`src/pkg/pmp_regs_pkg.sv`:
```
// register map, field layout and widths of the program memory protection registers
package pmp_regs_pkg;

   // register byte addresses
   localparam logic [31:0] ADDR_FAULT_ADDRESS = 32'h0184a400;
   localparam logic [31:0] ADDR_FAULT_STATUS  = 32'h0184a404;
   localparam logic [31:0] ADDR_FAULT_CLEAR   = 32'h0184a408;
   localparam logic [31:0] ADDR_LOCK_KEY0     = 32'h0184a500;
   localparam logic [31:0] ADDR_LOCK_KEY1     = 32'h0184a504;
   localparam logic [31:0] ADDR_LOCK_KEY2     = 32'h0184a508;
   localparam logic [31:0] ADDR_LOCK_KEY3     = 32'h0184a50c;
   localparam logic [31:0] ADDR_LOCK_COMMAND  = 32'h0184a510;
   localparam logic [31:0] ADDR_LOCK_STATUS   = 32'h0184a514;
   localparam logic [31:0] ADDR_PAGE_BASE     = 32'h0184a600;

   // page table geometry
   localparam int PAGE_COUNT    = 32;
   localparam int PAGE_IDX_W    = 5;
   localparam int PAGE_IDX_LSB  = 2;
   localparam int PAGE_BASE_LSB = PAGE_IDX_LSB + PAGE_IDX_W;
   localparam int PAGE_ATTR_W   = 16;

   // page attribute fields
   localparam int ID_GRANT_LSB       = 10;
   localparam int HIGH_ID_GRANT_BIT  = 9;
   localparam int LOCAL_GRANT_BIT    = 8;
   localparam int SUPER_READ_PERM    = 5;
   localparam int SUPER_WRITE_PERM   = 4;
   localparam int SUPER_EXEC_PERM    = 3;
   localparam int USER_READ_PERM     = 2;
   localparam int USER_WRITE_PERM    = 1;
   localparam int USER_EXEC_PERM     = 0;
   localparam logic [15:0] PAGE_WRITE_MASK = 16'hff3f;

   // requestor ids
   localparam int ID_W = 8;
   localparam logic [ID_W-1:0] HIGH_ID_MIN = 8'h06;

   // lock key
   localparam int KEY_WORDS = 2;
   localparam int KEY_W     = 64;

   // lock command and status fields
   localparam int KEY_STATUS_RESET_BIT = 2;
   localparam int LOCK_CMD_BIT         = 1;
   localparam int UNLOCK_CMD_BIT       = 0;
   localparam int LOCK_ENGAGED_BIT     = 0;

   // fault status and clear fields
   localparam int FAULT_ID_LSB        = 9;
   localparam int FAULT_ID_W          = 7;
   localparam int FAULT_LOCAL_BIT     = 8;
   localparam int FAULT_SUPER_READ    = 5;
   localparam int FAULT_SUPER_WRITE   = 4;
   localparam int FAULT_USER_READ     = 2;
   localparam int FAULT_USER_WRITE    = 1;
   localparam int FAULT_CLEAR_CMD_BIT = 0;

   typedef enum logic [0:0] {
      lock_open,
      lock_shut
   } lock_state_t;

endpackage

```
`src/design/access_permit.sv`:
```
// permission decision for one access against one page attribute word
`timescale 1ns/100ps
module access_permit
   import pmp_regs_pkg::*;
(
   // page attribute
   input  wire logic [PAGE_ATTR_W-1:0] attr_in,
   // access description
   input  wire logic                   local_in,
   input  wire logic [ID_W-1:0]        id_in,
   input  wire logic                   super_in,
   input  wire logic                   read_in,
   input  wire logic                   write_in,
   input  wire logic                   exec_in,
   // decision
   output      logic                   permit_out
);

   logic id_ok;
   logic type_ok;

   always_comb begin
      // requestor grant: local bit for cpu, aid bits below six, one bit for six and up
      if (local_in) begin
         id_ok = attr_in[LOCAL_GRANT_BIT];
      end else if (id_in >= HIGH_ID_MIN) begin
         id_ok = attr_in[HIGH_ID_GRANT_BIT];
      end else begin
         id_ok = attr_in[ID_GRANT_LSB + int'(id_in[2:0])];
      end
      // every requested access type must be allowed
      if (super_in) begin
         type_ok = (!read_in  || attr_in[SUPER_READ_PERM]) &&
                   (!write_in || attr_in[SUPER_WRITE_PERM]) &&
                   (!exec_in  || attr_in[SUPER_EXEC_PERM]);
      end else begin
         type_ok = (!read_in  || attr_in[USER_READ_PERM]) &&
                   (!write_in || attr_in[USER_WRITE_PERM]) &&
                   (!exec_in  || attr_in[USER_EXEC_PERM]);
      end
      permit_out = id_ok && type_ok;
   end

endmodule

```
`src/design/program_memory_protection_regs.sv`:
```
// protection registers, key lock and fault capture of the program memory protection unit
`timescale 1ns/100ps
module program_memory_protection_regs
   import pmp_regs_pkg::*;
(
   // clock, reset, enable
   input  wire logic                  clk_in,
   input  wire logic                  rst_in,
   input  wire logic                  ce_in,
   // register port
   input  wire logic                  reg_req_in,
   input  wire logic                  reg_write_in,
   input  wire logic                  reg_super_in,
   input  wire logic [31:0]           reg_addr_in,
   input  wire logic [31:0]           reg_wdata_in,
   output      logic                  reg_ack_out,
   output      logic                  reg_err_out,
   output      logic [31:0]           reg_rdata_out,
   // memory access check port
   input  wire logic                  acc_req_in,
   input  wire logic [31:0]           acc_addr_in,
   input  wire logic [PAGE_IDX_W-1:0] acc_page_in,
   input  wire logic                  acc_local_in,
   input  wire logic [ID_W-1:0]       acc_id_in,
   input  wire logic                  acc_super_in,
   input  wire logic                  acc_read_in,
   input  wire logic                  acc_write_in,
   input  wire logic                  acc_exec_in,
   output      logic                  acc_ack_out,
   output      logic                  acc_grant_out,
   // exception events and status
   output      logic                  cpu_fault_event_out,
   output      logic                  dma_fault_event_out,
   output      logic                  lock_engaged_out,
   output      logic                  fault_pending_out
);

   ////////////////////////////////////////////////////////////////////////////////
   // state

   typedef struct packed {
      lock_state_t                                lock;
      logic [KEY_W-1:0]                           stored_key;
      logic [KEY_W-1:0]                           entry_key;
      logic [KEY_WORDS-1:0]                       key_seen;
      logic [PAGE_COUNT-1:0][PAGE_ATTR_W-1:0]     page;
      logic                                       fault_held;
      logic                                       fault_local;
      logic [31:0]                                fault_addr;
      logic [15:0]                                fault_stat;
      logic                                       reg_ack;
      logic                                       reg_err;
      logic [31:0]                                reg_rdata;
      logic                                       acc_ack;
      logic                                       acc_grant;
      logic                                       cpu_evt;
      logic                                       dma_evt;
   } state_t;

   state_t st;
   state_t next_st;

   logic                 permit;
   logic                 clear_req;
   logic                 reg_fault;
   logic [15:0]          reg_fault_stat;
   logic                 new_valid;
   logic                 new_local;
   logic [31:0]          new_addr;
   logic [15:0]          new_stat;
   logic                 accept;

   ////////////////////////////////////////////////////////////////////////////////
   // decode helpers

   function automatic logic page_hit(input logic [31:0] addr);
      page_hit = (addr[31:PAGE_BASE_LSB] == ADDR_PAGE_BASE[31:PAGE_BASE_LSB]) &&
                 (addr[PAGE_IDX_LSB-1:0] == 2'h0);
   endfunction

   function automatic logic [PAGE_IDX_W-1:0] page_index(input logic [31:0] addr);
      page_index = addr[PAGE_BASE_LSB-1:PAGE_IDX_LSB];
   endfunction

   function automatic logic is_mapped(input logic [31:0] addr);
      case (addr)
         ADDR_FAULT_ADDRESS, ADDR_FAULT_STATUS, ADDR_FAULT_CLEAR,
         ADDR_LOCK_KEY0, ADDR_LOCK_KEY1, ADDR_LOCK_KEY2, ADDR_LOCK_KEY3,
         ADDR_LOCK_COMMAND, ADDR_LOCK_STATUS: begin
            is_mapped = 1'b1;
         end
         default: begin
            is_mapped = page_hit(addr);
         end
      endcase
   endfunction

   // fault status word; local faults carry a zero id
   function automatic logic [15:0] make_status(input logic            local_acc,
                                               input logic [ID_W-1:0] id,
                                               input logic            super_acc,
                                               input logic            rd,
                                               input logic            wr);
      logic [15:0] s;
      s = 16'h0000;
      if (local_acc) begin
         s[FAULT_LOCAL_BIT] = 1'b1;
      end else begin
         s[FAULT_ID_LSB +: FAULT_ID_W] = id[FAULT_ID_W-1:0];
      end
      s[FAULT_SUPER_READ]  = super_acc && rd;
      s[FAULT_SUPER_WRITE] = super_acc && wr;
      s[FAULT_USER_READ]   = !super_acc && rd;
      s[FAULT_USER_WRITE]  = !super_acc && wr;
      make_status = s;
   endfunction

   ////////////////////////////////////////////////////////////////////////////////
   // permission check of the addressed page

   access_permit u_permit (
      .attr_in    (st.page[acc_page_in]),
      .local_in   (acc_local_in),
      .id_in      (acc_id_in),
      .super_in   (acc_super_in),
      .read_in    (acc_read_in),
      .write_in   (acc_write_in),
      .exec_in    (acc_exec_in),
      .permit_out (permit)
   );

   ////////////////////////////////////////////////////////////////////////////////
   // next state

   always_comb begin
      next_st     = st;
      next_st.reg_ack = 1'b0;
      next_st.reg_err = 1'b0;
      next_st.acc_ack = 1'b0;
      next_st.cpu_evt = 1'b0;
      next_st.dma_evt = 1'b0;
      clear_req   = 1'b0;
      reg_fault   = 1'b0;
      reg_fault_stat = make_status(1'b1, '0, reg_super_in, 1'b0, 1'b1);

      // register port
      if (reg_req_in) begin
         next_st.reg_ack   = 1'b1;
         next_st.reg_rdata = 32'h0000_0000;
         if (!reg_write_in) begin
            case (reg_addr_in)
               ADDR_FAULT_ADDRESS: begin
                  next_st.reg_rdata = st.fault_addr;
               end
               ADDR_FAULT_STATUS: begin
                  next_st.reg_rdata = {16'h0000, st.fault_stat};
               end
               ADDR_LOCK_STATUS: begin
                  next_st.reg_rdata[LOCK_ENGAGED_BIT] = (st.lock == lock_shut);
               end
               ADDR_FAULT_CLEAR, ADDR_LOCK_KEY0, ADDR_LOCK_KEY1, ADDR_LOCK_KEY2,
               ADDR_LOCK_KEY3, ADDR_LOCK_COMMAND: begin
                  next_st.reg_rdata = 32'h0000_0000;
               end
               default: begin
                  if (page_hit(reg_addr_in)) begin
                     next_st.reg_rdata = {16'h0000, st.page[page_index(reg_addr_in)]};
                  end else begin
                     next_st.reg_err = 1'b1;
                  end
               end
            endcase
         end else if (!reg_super_in) begin
            // user writes are refused; a mapped target is a cpu fault
            next_st.reg_err = 1'b1;
            reg_fault       = is_mapped(reg_addr_in);
         end else begin
            case (reg_addr_in)
               ADDR_FAULT_CLEAR: begin
                  clear_req = reg_wdata_in[FAULT_CLEAR_CMD_BIT];
               end
               ADDR_LOCK_KEY0: begin
                  next_st.entry_key[31:0] = reg_wdata_in;
                  next_st.key_seen[0]     = 1'b1;
               end
               ADDR_LOCK_KEY1: begin
                  next_st.entry_key[63:32] = reg_wdata_in;
                  next_st.key_seen[1]      = 1'b1;
               end
               ADDR_LOCK_KEY2, ADDR_LOCK_KEY3: begin
                  next_st.entry_key = st.entry_key;
               end
               ADDR_LOCK_COMMAND: begin
                  if (reg_wdata_in[KEY_STATUS_RESET_BIT]) begin
                     next_st.key_seen = '0;
                  end else if (reg_wdata_in[LOCK_CMD_BIT]) begin
                     next_st.key_seen = '0;
                     if (st.lock == lock_open && &st.key_seen) begin
                        next_st.stored_key = st.entry_key;
                        next_st.lock       = lock_shut;
                     end
                  end else if (reg_wdata_in[UNLOCK_CMD_BIT]) begin
                     next_st.key_seen = '0;
                     if (st.lock == lock_shut && &st.key_seen &&
                         st.entry_key == st.stored_key) begin
                        next_st.lock = lock_open;
                     end
                  end
               end
               ADDR_FAULT_ADDRESS, ADDR_FAULT_STATUS, ADDR_LOCK_STATUS: begin
                  next_st.reg_err = 1'b0;
               end
               default: begin
                  if (!page_hit(reg_addr_in)) begin
                     next_st.reg_err = 1'b1;
                  end else if (st.lock == lock_shut) begin
                     next_st.reg_err = 1'b1;
                     reg_fault       = 1'b1;
                  end else begin
                     next_st.page[page_index(reg_addr_in)] =
                        reg_wdata_in[PAGE_ATTR_W-1:0] & PAGE_WRITE_MASK;
                  end
               end
            endcase
         end
      end

      // access check port
      if (acc_req_in) begin
         next_st.acc_ack   = 1'b1;
         next_st.acc_grant = permit;
      end

      // fault candidate: local access fault, then register fault, then dma fault
      new_valid = 1'b0;
      new_local = 1'b0;
      new_addr  = acc_addr_in;
      new_stat  = make_status(acc_local_in, acc_id_in, acc_super_in, acc_read_in,
                              acc_write_in);
      if (acc_req_in && !permit && acc_local_in) begin
         new_valid = 1'b1;
         new_local = 1'b1;
      end else if (reg_fault) begin
         new_valid = 1'b1;
         new_local = 1'b1;
         new_addr  = reg_addr_in;
         new_stat  = reg_fault_stat;
      end else if (acc_req_in && !permit) begin
         new_valid = 1'b1;
      end

      // first fault only, except a local fault over a remote one
      accept = new_valid &&
               (!st.fault_held || clear_req ||
                (new_local && !st.fault_local));

      if (clear_req) begin
         next_st.fault_held  = 1'b0;
         next_st.fault_local = 1'b0;
         next_st.fault_addr  = 32'h0000_0000;
         next_st.fault_stat  = 16'h0000;
      end
      // a fault in the clearing cycle is kept
      if (accept) begin
         next_st.fault_held  = 1'b1;
         next_st.fault_local = new_local;
         next_st.fault_addr  = new_addr;
         next_st.fault_stat  = new_stat;
         next_st.cpu_evt     = new_local;
         next_st.dma_evt     = !new_local;
      end
   end

   ////////////////////////////////////////////////////////////////////////////////
   // registers

   always_ff @(posedge clk_in or posedge rst_in) begin
      if (rst_in) begin
         st <= '0;
      end else if (ce_in) begin
         st <= next_st;
      end
   end

   ////////////////////////////////////////////////////////////////////////////////
   // outputs

   assign reg_ack_out         = st.reg_ack;
   assign reg_err_out         = st.reg_err;
   assign reg_rdata_out       = st.reg_rdata;
   assign acc_ack_out         = st.acc_ack;
   assign acc_grant_out       = st.acc_grant;
   assign cpu_fault_event_out = st.cpu_evt;
   assign dma_fault_event_out = st.dma_evt;
   assign lock_engaged_out    = (st.lock == lock_shut);
   assign fault_pending_out   = st.fault_held;

endmodule

```
`config.mk`:
```
export PLATFORM = sky130hd
export DESIGN_NAME = program_memory_protection_regs
export DESIGN_NICKNAME = d
export VERILOG_FILES = /design/src/pkg/pmp_regs_pkg.sv /design/src/design/access_permit.sv /design/src/design/program_memory_protection_regs.sv
export SDC_FILE = /design/constraint.sdc
export NUM_CORES = 2
export LEC_CHECK = 0
export BUFFER_PORTS_ARGS = -buffer_cell sky130_fd_sc_hd__buf_2
export CORE_UTILIZATION = 45
export DETAILED_ROUTE_END_ITERATION = 16
export MAX_ROUTING_LAYER = met4
export PLACE_DENSITY = 0.66
export SLEW_MARGIN = 30
export SYNTH_ARGS = -nofsm -noshare
export SYNTH_HDL_FRONTEND = slang
export SYNTH_HIERARCHICAL = 1
export SYNTH_SLANG_ARGS = --single-unit
export TNS_END_PERCENT = 5
```
`constraint.sdc`:
```
create_clock -name clk_in -period 29.2 [get_ports clk_in]
set_input_delay 5.84 -clock clk_in [delete_from_list [all_inputs] [get_ports clk_in]]
set_output_delay 5.84 -clock clk_in [all_outputs]
set_load 0.01 [all_outputs]
```
=== Word level (Yosys, flattened, before mapping) ===
Index checks and enable logic that the tools add are counted.

* Add/subtract/negate cells: 1
* Order comparisons: 5
* Equal/unequal tests: 13
* Muxes and demuxes: 59
* Bitwise gates (word level): 3
* Reduce and logical (&&, ||, !) cells: 55

{| class="wikitable"
|+ Operators by type and width
! cell !! number
|-
| $bwmux W512 || 1
|-
| $eq A32 B25 Y1 const B || 9
|-
| $bmux W16 S5 || 2
|-
| $mux W50 || 2
|-
| $mux W16 || 6
|-
| $mux W32 || 3
|-
| $pmux W31 S3 || 1
|-
| $demux W16 S5 || 1
|-
| $mux W65 || 1
|-
| $eq A64 B64 Y1 || 1
|-
| $mux W34 || 1
|-
| $lt A32 B6 Y1 const B || 1
|-
| $mux W1 || 31
|-
| $eq A25 B18 Y1 const B || 1
|-
| $logic_and A1 B1 Y1 || 18
|-
| $lt A5 B6 Y1 const B || 2
|-
| $reduce_and A6 Y1 || 2
|-
| $mux W2 || 5
|-
| $reduce_and A5 Y1 || 2
|-
| $reduce_bool A2 Y1 || 5
|-
| $logic_not A1 Y1 || 9
|-
| $reduce_and A9 Y1 || 1
|-
| $reduce_or A9 Y1 || 1
|-
| $ge A8 B3 Y1 const B || 1
|-
| 16 further kinds || 29
|}

* Bits in registers: 731
* Input port bits: 121
* Output and inout port bits: 40
* Word-level logic and storage cells: 185

=== Longest topological paths before layout ===
* Depth after elaboration: 17
* Depth in mapped cells: 21
* Depth with buffers taken out: 14

=== Cells and area by module ===
Netlist, hierarchy kept.

{| class="wikitable"
|+ By module, submodules not included
! module !! instances !! cells each !! area each (um^2) !! sequential area each (um^2)
|-
| program_memory_protection_regs || 1 || 2232 || 33579.7 || 16590.9
|-
| access_permit || 1 || 20 || 222.7 || 0.0
|}

=== Least setup slack after synthesis ===
OpenSTA, ideal clock, no wires.

* Path kind: input to register
* From: input acc_page_in[0]
* To: register st[47] (netlist name)
* Setup time: 121 ps
* Arrival time: 10666 ps
* Data required time: 29079 ps
* Slack: 18413 ps
* Cell stages on the path: 21
* Path buffers: 7
* Cells stage by stage: clkbuf_1 -> buf_1 -> buf_1 -> mux4_2 -> mux4_2 -> mux2_2 -> mux4_1 -> mux4_2 -> nor3_2 -> nor3_1 -> nor2b_1 -> clkbuf_1 -> nand2_1 -> nor4_1 -> a21oi_1 -> a21o_1 -> buf_6 -> and2_4 -> buf_6 -> buf_6 -> a22o_1

* Longest elaborated chain between the ends: 17
* Elaborated cells on any way between the ends: 33
* Classes of those cells: mux: 14; reduce/logical: 19

{| class="wikitable"
|+ Ends and longest elaborated chain
! element !! line !! source
|-
| start: declaration || program_memory_protection_regs.sv:22 || <nowiki>input wire logic [PAGE_IDX_W-1:0] acc_page_in,</nowiki>
|-
| $bmux W16 S5 * || program_memory_protection_regs.sv:122 || <nowiki>.attr_in (st.page[acc_page_in]),</nowiki>
|-
| $mux W16 (not written as such) * || program_memory_protection_regs.sv:122 ||
|-
| $bmux W1 S4 || access_permit.sv:29 || <nowiki>id_ok = attr_in[ID_GRANT_LSB + int'(id_in[2:0])];</nowiki>
|-
| $mux W1 (not written as such) (2 in a row) || access_permit.sv:29 ||
|-
| $mux W1 || access_permit.sv:26 || <nowiki>end else if (id_in >= HIGH_ID_MIN) begin</nowiki>
|-
| $mux W1 || access_permit.sv:24 || <nowiki>if (local_in) begin</nowiki>
|-
| $logic_and A1 B1 Y1 * || access_permit.sv:41 || <nowiki>permit_out = id_ok && type_ok;</nowiki>
|-
| net permit || program_memory_protection_regs.sv:63 || <nowiki>logic permit;</nowiki>
|-
| $logic_not A1 Y1 * || program_memory_protection_regs.sv:240, program_memory_protection_regs.sv:248 ||
|-
| $logic_and A1 B1 Y1 * || program_memory_protection_regs.sv:240, program_memory_protection_regs.sv:248 ||
|-
| $logic_and A1 B1 Y1 || program_memory_protection_regs.sv:240 || <nowiki>if (acc_req_in && !permit && acc_local_in) begin</nowiki>
|-
| $mux W1 || program_memory_protection_regs.sv:240 ||
|-
| $logic_and A1 B1 Y1 || program_memory_protection_regs.sv:255 || <nowiki>(new_local && !st.fault_local));</nowiki>
|-
| $logic_or A1 B1 Y1 || program_memory_protection_regs.sv:254 || <nowiki>(!st.fault_held || clear_req ||</nowiki>
|-
| $logic_and A1 B1 Y1 || program_memory_protection_regs.sv:253 || <nowiki>accept = new_valid &&</nowiki>
|-
| $reduce_bool A2 Y1 (no line) || - ||
|-
| $reduce_and A2 Y1 (no line) || - ||
|-
| end signal: assignment || program_memory_protection_regs.sv:281 || <nowiki>st <= next_st;</nowiki>
|-
| end: declaration || program_memory_protection_regs.sv:60 || <nowiki>state_t st;</nowiki>
|}

Mark *: on every way through the listed nets, which the timed path passes. The rest lies on a longest branch. The select of a mux whose other input is x is not followed.
A chain may end at the register's enable or synchronous reset.

=== Worst setup path after layout ===
* From: input acc_page_in[0]
* To: register st[48] (netlist name)

The elaborated chain is that of the path after synthesis.

==> results.sh <==
export IMPL_outcome="completed"
export IMPL_dp_hpwl_um=57200
export IMPL_port_buffers=160
export IMPL_syn_cell_area_um2=33800
export IMPL_hold_buffers=0
export IMPL_ys_async_sr_fraction=1.00
export IMPL_drt_iter0_drc=1628
export IMPL_routed_via_density=6.29
export IMPL_arrival_ps=11690
export IMPL_worstSetupPathType="in2reg"
export IMPL_fin_skew_ps=21.4
export IMPL_syn_to_final_growth_pct=12.3
export IMPL_drv_slew=0
export IMPL_fillCellCount=6212
export IMPL_cts_setup_buffers=0
export IMPL_setup_viol=0
export IMPL_yosys_warnings=6
export IMPL_slew_headroom=0.322
export IMPL_busiest_layer="met2"
export IMPL_wirelength_um=91700
export IMPL_grt_met3_usage=0.0474
export IMPL_fin_cells=3336
export IMPL_max_clock_freq_ghz=0.0894
export IMPL_grt_max_degree=175
export IMPL_via_count=21000
export IMPL_post_route_period_util=0.383
export IMPL_critPathMostFrequentCell="mux4_2"
export IMPL_cts_sinks=663
export IMPL_wl_per_cell_um=27.5
export IMPL_die_height_um=276
export IMPL_crit_fanout=67
export IMPL_drive_above_1_share=0.528
export IMPL_tns_ps=0
export IMPL_grt_usage=0.252
export IMPL_die_w_um=276
export IMPL_post_route_drc_count=0
export IMPL_insertion_delay_ps=630
export IMPL_total_leakage_power_nw=18.0
export IMPL_rows=100
export IMPL_peakVddDrop_uv=44.7
export IMPL_cts_resized=0
export IMPL_dr_pass1_iters=7
export IMPL_gp_congestion=0.883
export IMPL_synth_edf_count=0
export IMPL_drv_cap=0
export IMPL_rsz0062_at_grt="no"
export IMPL_cp_start_kind="input pin"
export IMPL_synth_avg_cell_area_um2=15.0
export IMPL_timing_final_ws_setup_ps=18010
export IMPL_netlist_instances=2252
export IMPL_antenna_found_initial=0
export IMPL_overflow=0
export IMPL_yosysUniqueCellTypes=65
export IMPL_synth_seq_cells=663
export IMPL_clk_pin_slew_ps=60
export IMPL_start_util=0.455
export IMPL_grt_use_met2=0.397
export IMPL_numCtsBuffers=75
export IMPL_met1_usage=0.325
export IMPL_worst_pin_slew_ps=1020
export IMPL_grt_pass1_wl_um=142000
export IMPL_die_area_um2=76200
export IMPL_max_stage_delay_ps=630
export IMPL_ios=161
export IMPL_final_antenna_net_count=0
export IMPL_clockRootBuffer="clkbuf_16"
export IMPL_period_needed_ps=11190
export IMPL_synth_main_ff_cell="dfrtp_1"
export IMPL_grt_pass1_vias=22100
export IMPL_final_nets=2424
export IMPL_h_tree_depth=3
export IMPL_hold_viol=0
export IMPL_dp_worst_setup_slack_ps=16980
export IMPL_worstPathRequired_ps=29700
export IMPL_dp_cells=3192
export IMPL_cts_tree="yes"
export IMPL_crit_chain="buf_8 -> buf_6 -> mux4_2 -> mux4_2 -> mux2_2 -> mux4_1 -> mux4_2 -> nor3_2 -> nor3_1 -> nor2b_1 -> nand2_1 -> nor4_1 -> a21oi_1 -> a21o_4 -> and2_4 -> a22o_1"
export IMPL_hold_path_class="reg2reg"
export IMPL_p_per_area_nw_per_um2=55.8
export IMPL_cp_slowest_cell="buf_6"
export IMPL_end_kind="flop"
export IMPL_holdWs_ps=477
export IMPL_seq_area_frac_synth=0.491
export IMPL_core_um2=74300
export IMPL_cts_buffer_depth=3
[stage by stage]
| step | total power, mW | instance area [um^2] | util |
|---|---|---|---|
| 3_3_place_gp | 1.12 | 35100 | 0.472 |
| 3_5_place_dp | 1.12 | 35200 | 0.473 |
| 6_report | 2.12 | 38000 | 0.511 |
| 4_1_cts | 2.14 | 37900 | 0.509 |
| 2_1_floorplan | 1.07 | 33800 | - |
| 5_1_grt | 2.19 | 38000 | 0.511 |
[final cells by class]
class / instances / area (um^2) / share of cell area
diodes: 2 / 5.00 / 0.000132
repair buffers: 199 / 1190 / 0.0315
well taps: 969 / 1210 / 0.0319
multi-input cells: 1342 / 16200 / 0.426
flip-flops and latches: 663 / 16600 / 0.437
inverters: 21 / 91.3 / 0.00241
clock buffers: 109 / 2220 / 0.0586
clock inverters: 31 / 474 / 0.0125
[routing by layer]
metal,vias up,share of wire
met5,-,0
met4,0,0.040
met3,235,0.066
met2,813,0.49
met1,11200,0.41
li1,8702,-
[critical path: cells and delay by family]
| family | cells | cell delay, ps |
|---|---|---|
| buffers and inverters | 2 | 1230 |
| multiplexers | 5 | 2470 |
| AO/OA/AOI/OAI | 3 | 700 |
| AND/OR/NAND/NOR | 6 | 1290 |
[registers in the layout, indices dropped and copies added (netlist names)]
name                 cells
st                     623
reg_ack_out              1
acc_grant_out            1
fault_pending_out        1
dma_fault_event_out      1
cpu_fault_event_out      1
lock_engaged_out         1
acc_ack_out              1
reg_rdata_out           32
reg_err_out              1
[placed cells by master (no fill, tap or decap), types with 19 or more instances in the layout]
cell type	instances
mux4_2	281
nand2_1	63
dfrtp_1	663
xnor2_1	37
clkbuf_8	23
a21oi_1	20
inv_1	20
a22o_1	39
nand3_1	38
clkbuf_16	75
o21ai_0	41
nor2_1	19
nand4_1	20
buf_2	155
buf_4	31
mux2_2	605
[cells in the mapped netlist (4+ instances only)]
master / count / share of area
nor3_1: 17 / 0.0025
mux2i_1: 14 / 0.0041
o22ai_1: 6 / 0.0011
nor4_1: 13 / 0.0024
inv_1: 21 / 0.0023
nand2_1: 80 / 0.0089
xnor2_1: 37 / 0.0096
nor2b_1: 9 / 0.0017
mux4_2: 281 / 0.19
nand3_1: 39 / 0.0058
mux2_2: 605 / 0.20
nand4_1: 20 / 0.0037
clkbuf_1: 100 / 0.011
a22o_1: 39 / 0.010
a21oi_1: 20 / 0.0030
nand2b_1: 5 / 0.00093
o21ai_0: 41 / 0.0061
buf_1: 58 / 0.0064
buf_4: 32 / 0.0071
xor2_1: 16 / 0.0041
and2_1: 5 / 0.00093
dfrtp_1: 663 / 0.49
a22oi_1: 6 / 0.0013
buf_2: 33 / 0.0049
nor2_1: 19 / 0.0021
buf_6: 4 / 0.0013
a21o_1: 10 / 0.0022
[logic make-up (layout without fill, tap and decap cells)]
kind of cell	Yosys count	count (layout)	synth area share
AOI/OAI and AO/OA	148	148	0.0308
xor gates and xnor gates	53	53	0.0137
and+or+nand+nor	236	236	0.0365
other	1	4	0.000111
muxes	902	902	0.394
adders and majority gates	1	1	0.000370
buffers and inverters	248	360	0.0332
DFF	663	663	0.491
[worst paths after layout]
kind,start,end,slack [ps],depth (start not counted)
hold reg to reg,st[60]$_DFFE_PP0P_,st[60]$_DFFE_PP0P_,480,1
hold / removal,st[60]$_DFFE_PP0P_,st[60]$_DFFE_PP0P_,480,1
setup / recovery,acc_page_in[0],st[48]$_DFFE_PP0P_,18010,16
min in group asynchronous,rst_in,st[249]$_DFFE_PP0P_,5310,2
max in group asynchronous,rst_in,st[639]$_DFFE_PP0P_,21760,5
setup reg to reg,st[401]$_DFFE_PP0P_,st[48]$_DFFE_PP0P_,24220,14
[power breakdown]
group / internal [mW] / switching (mW)
clock network: 0.615 / 0.398
logic: 0.0498 / 0.0901
registers: 0.948 / 0.0185
total: 1.61 / 0.506
(Power assumes the default switching activity.)
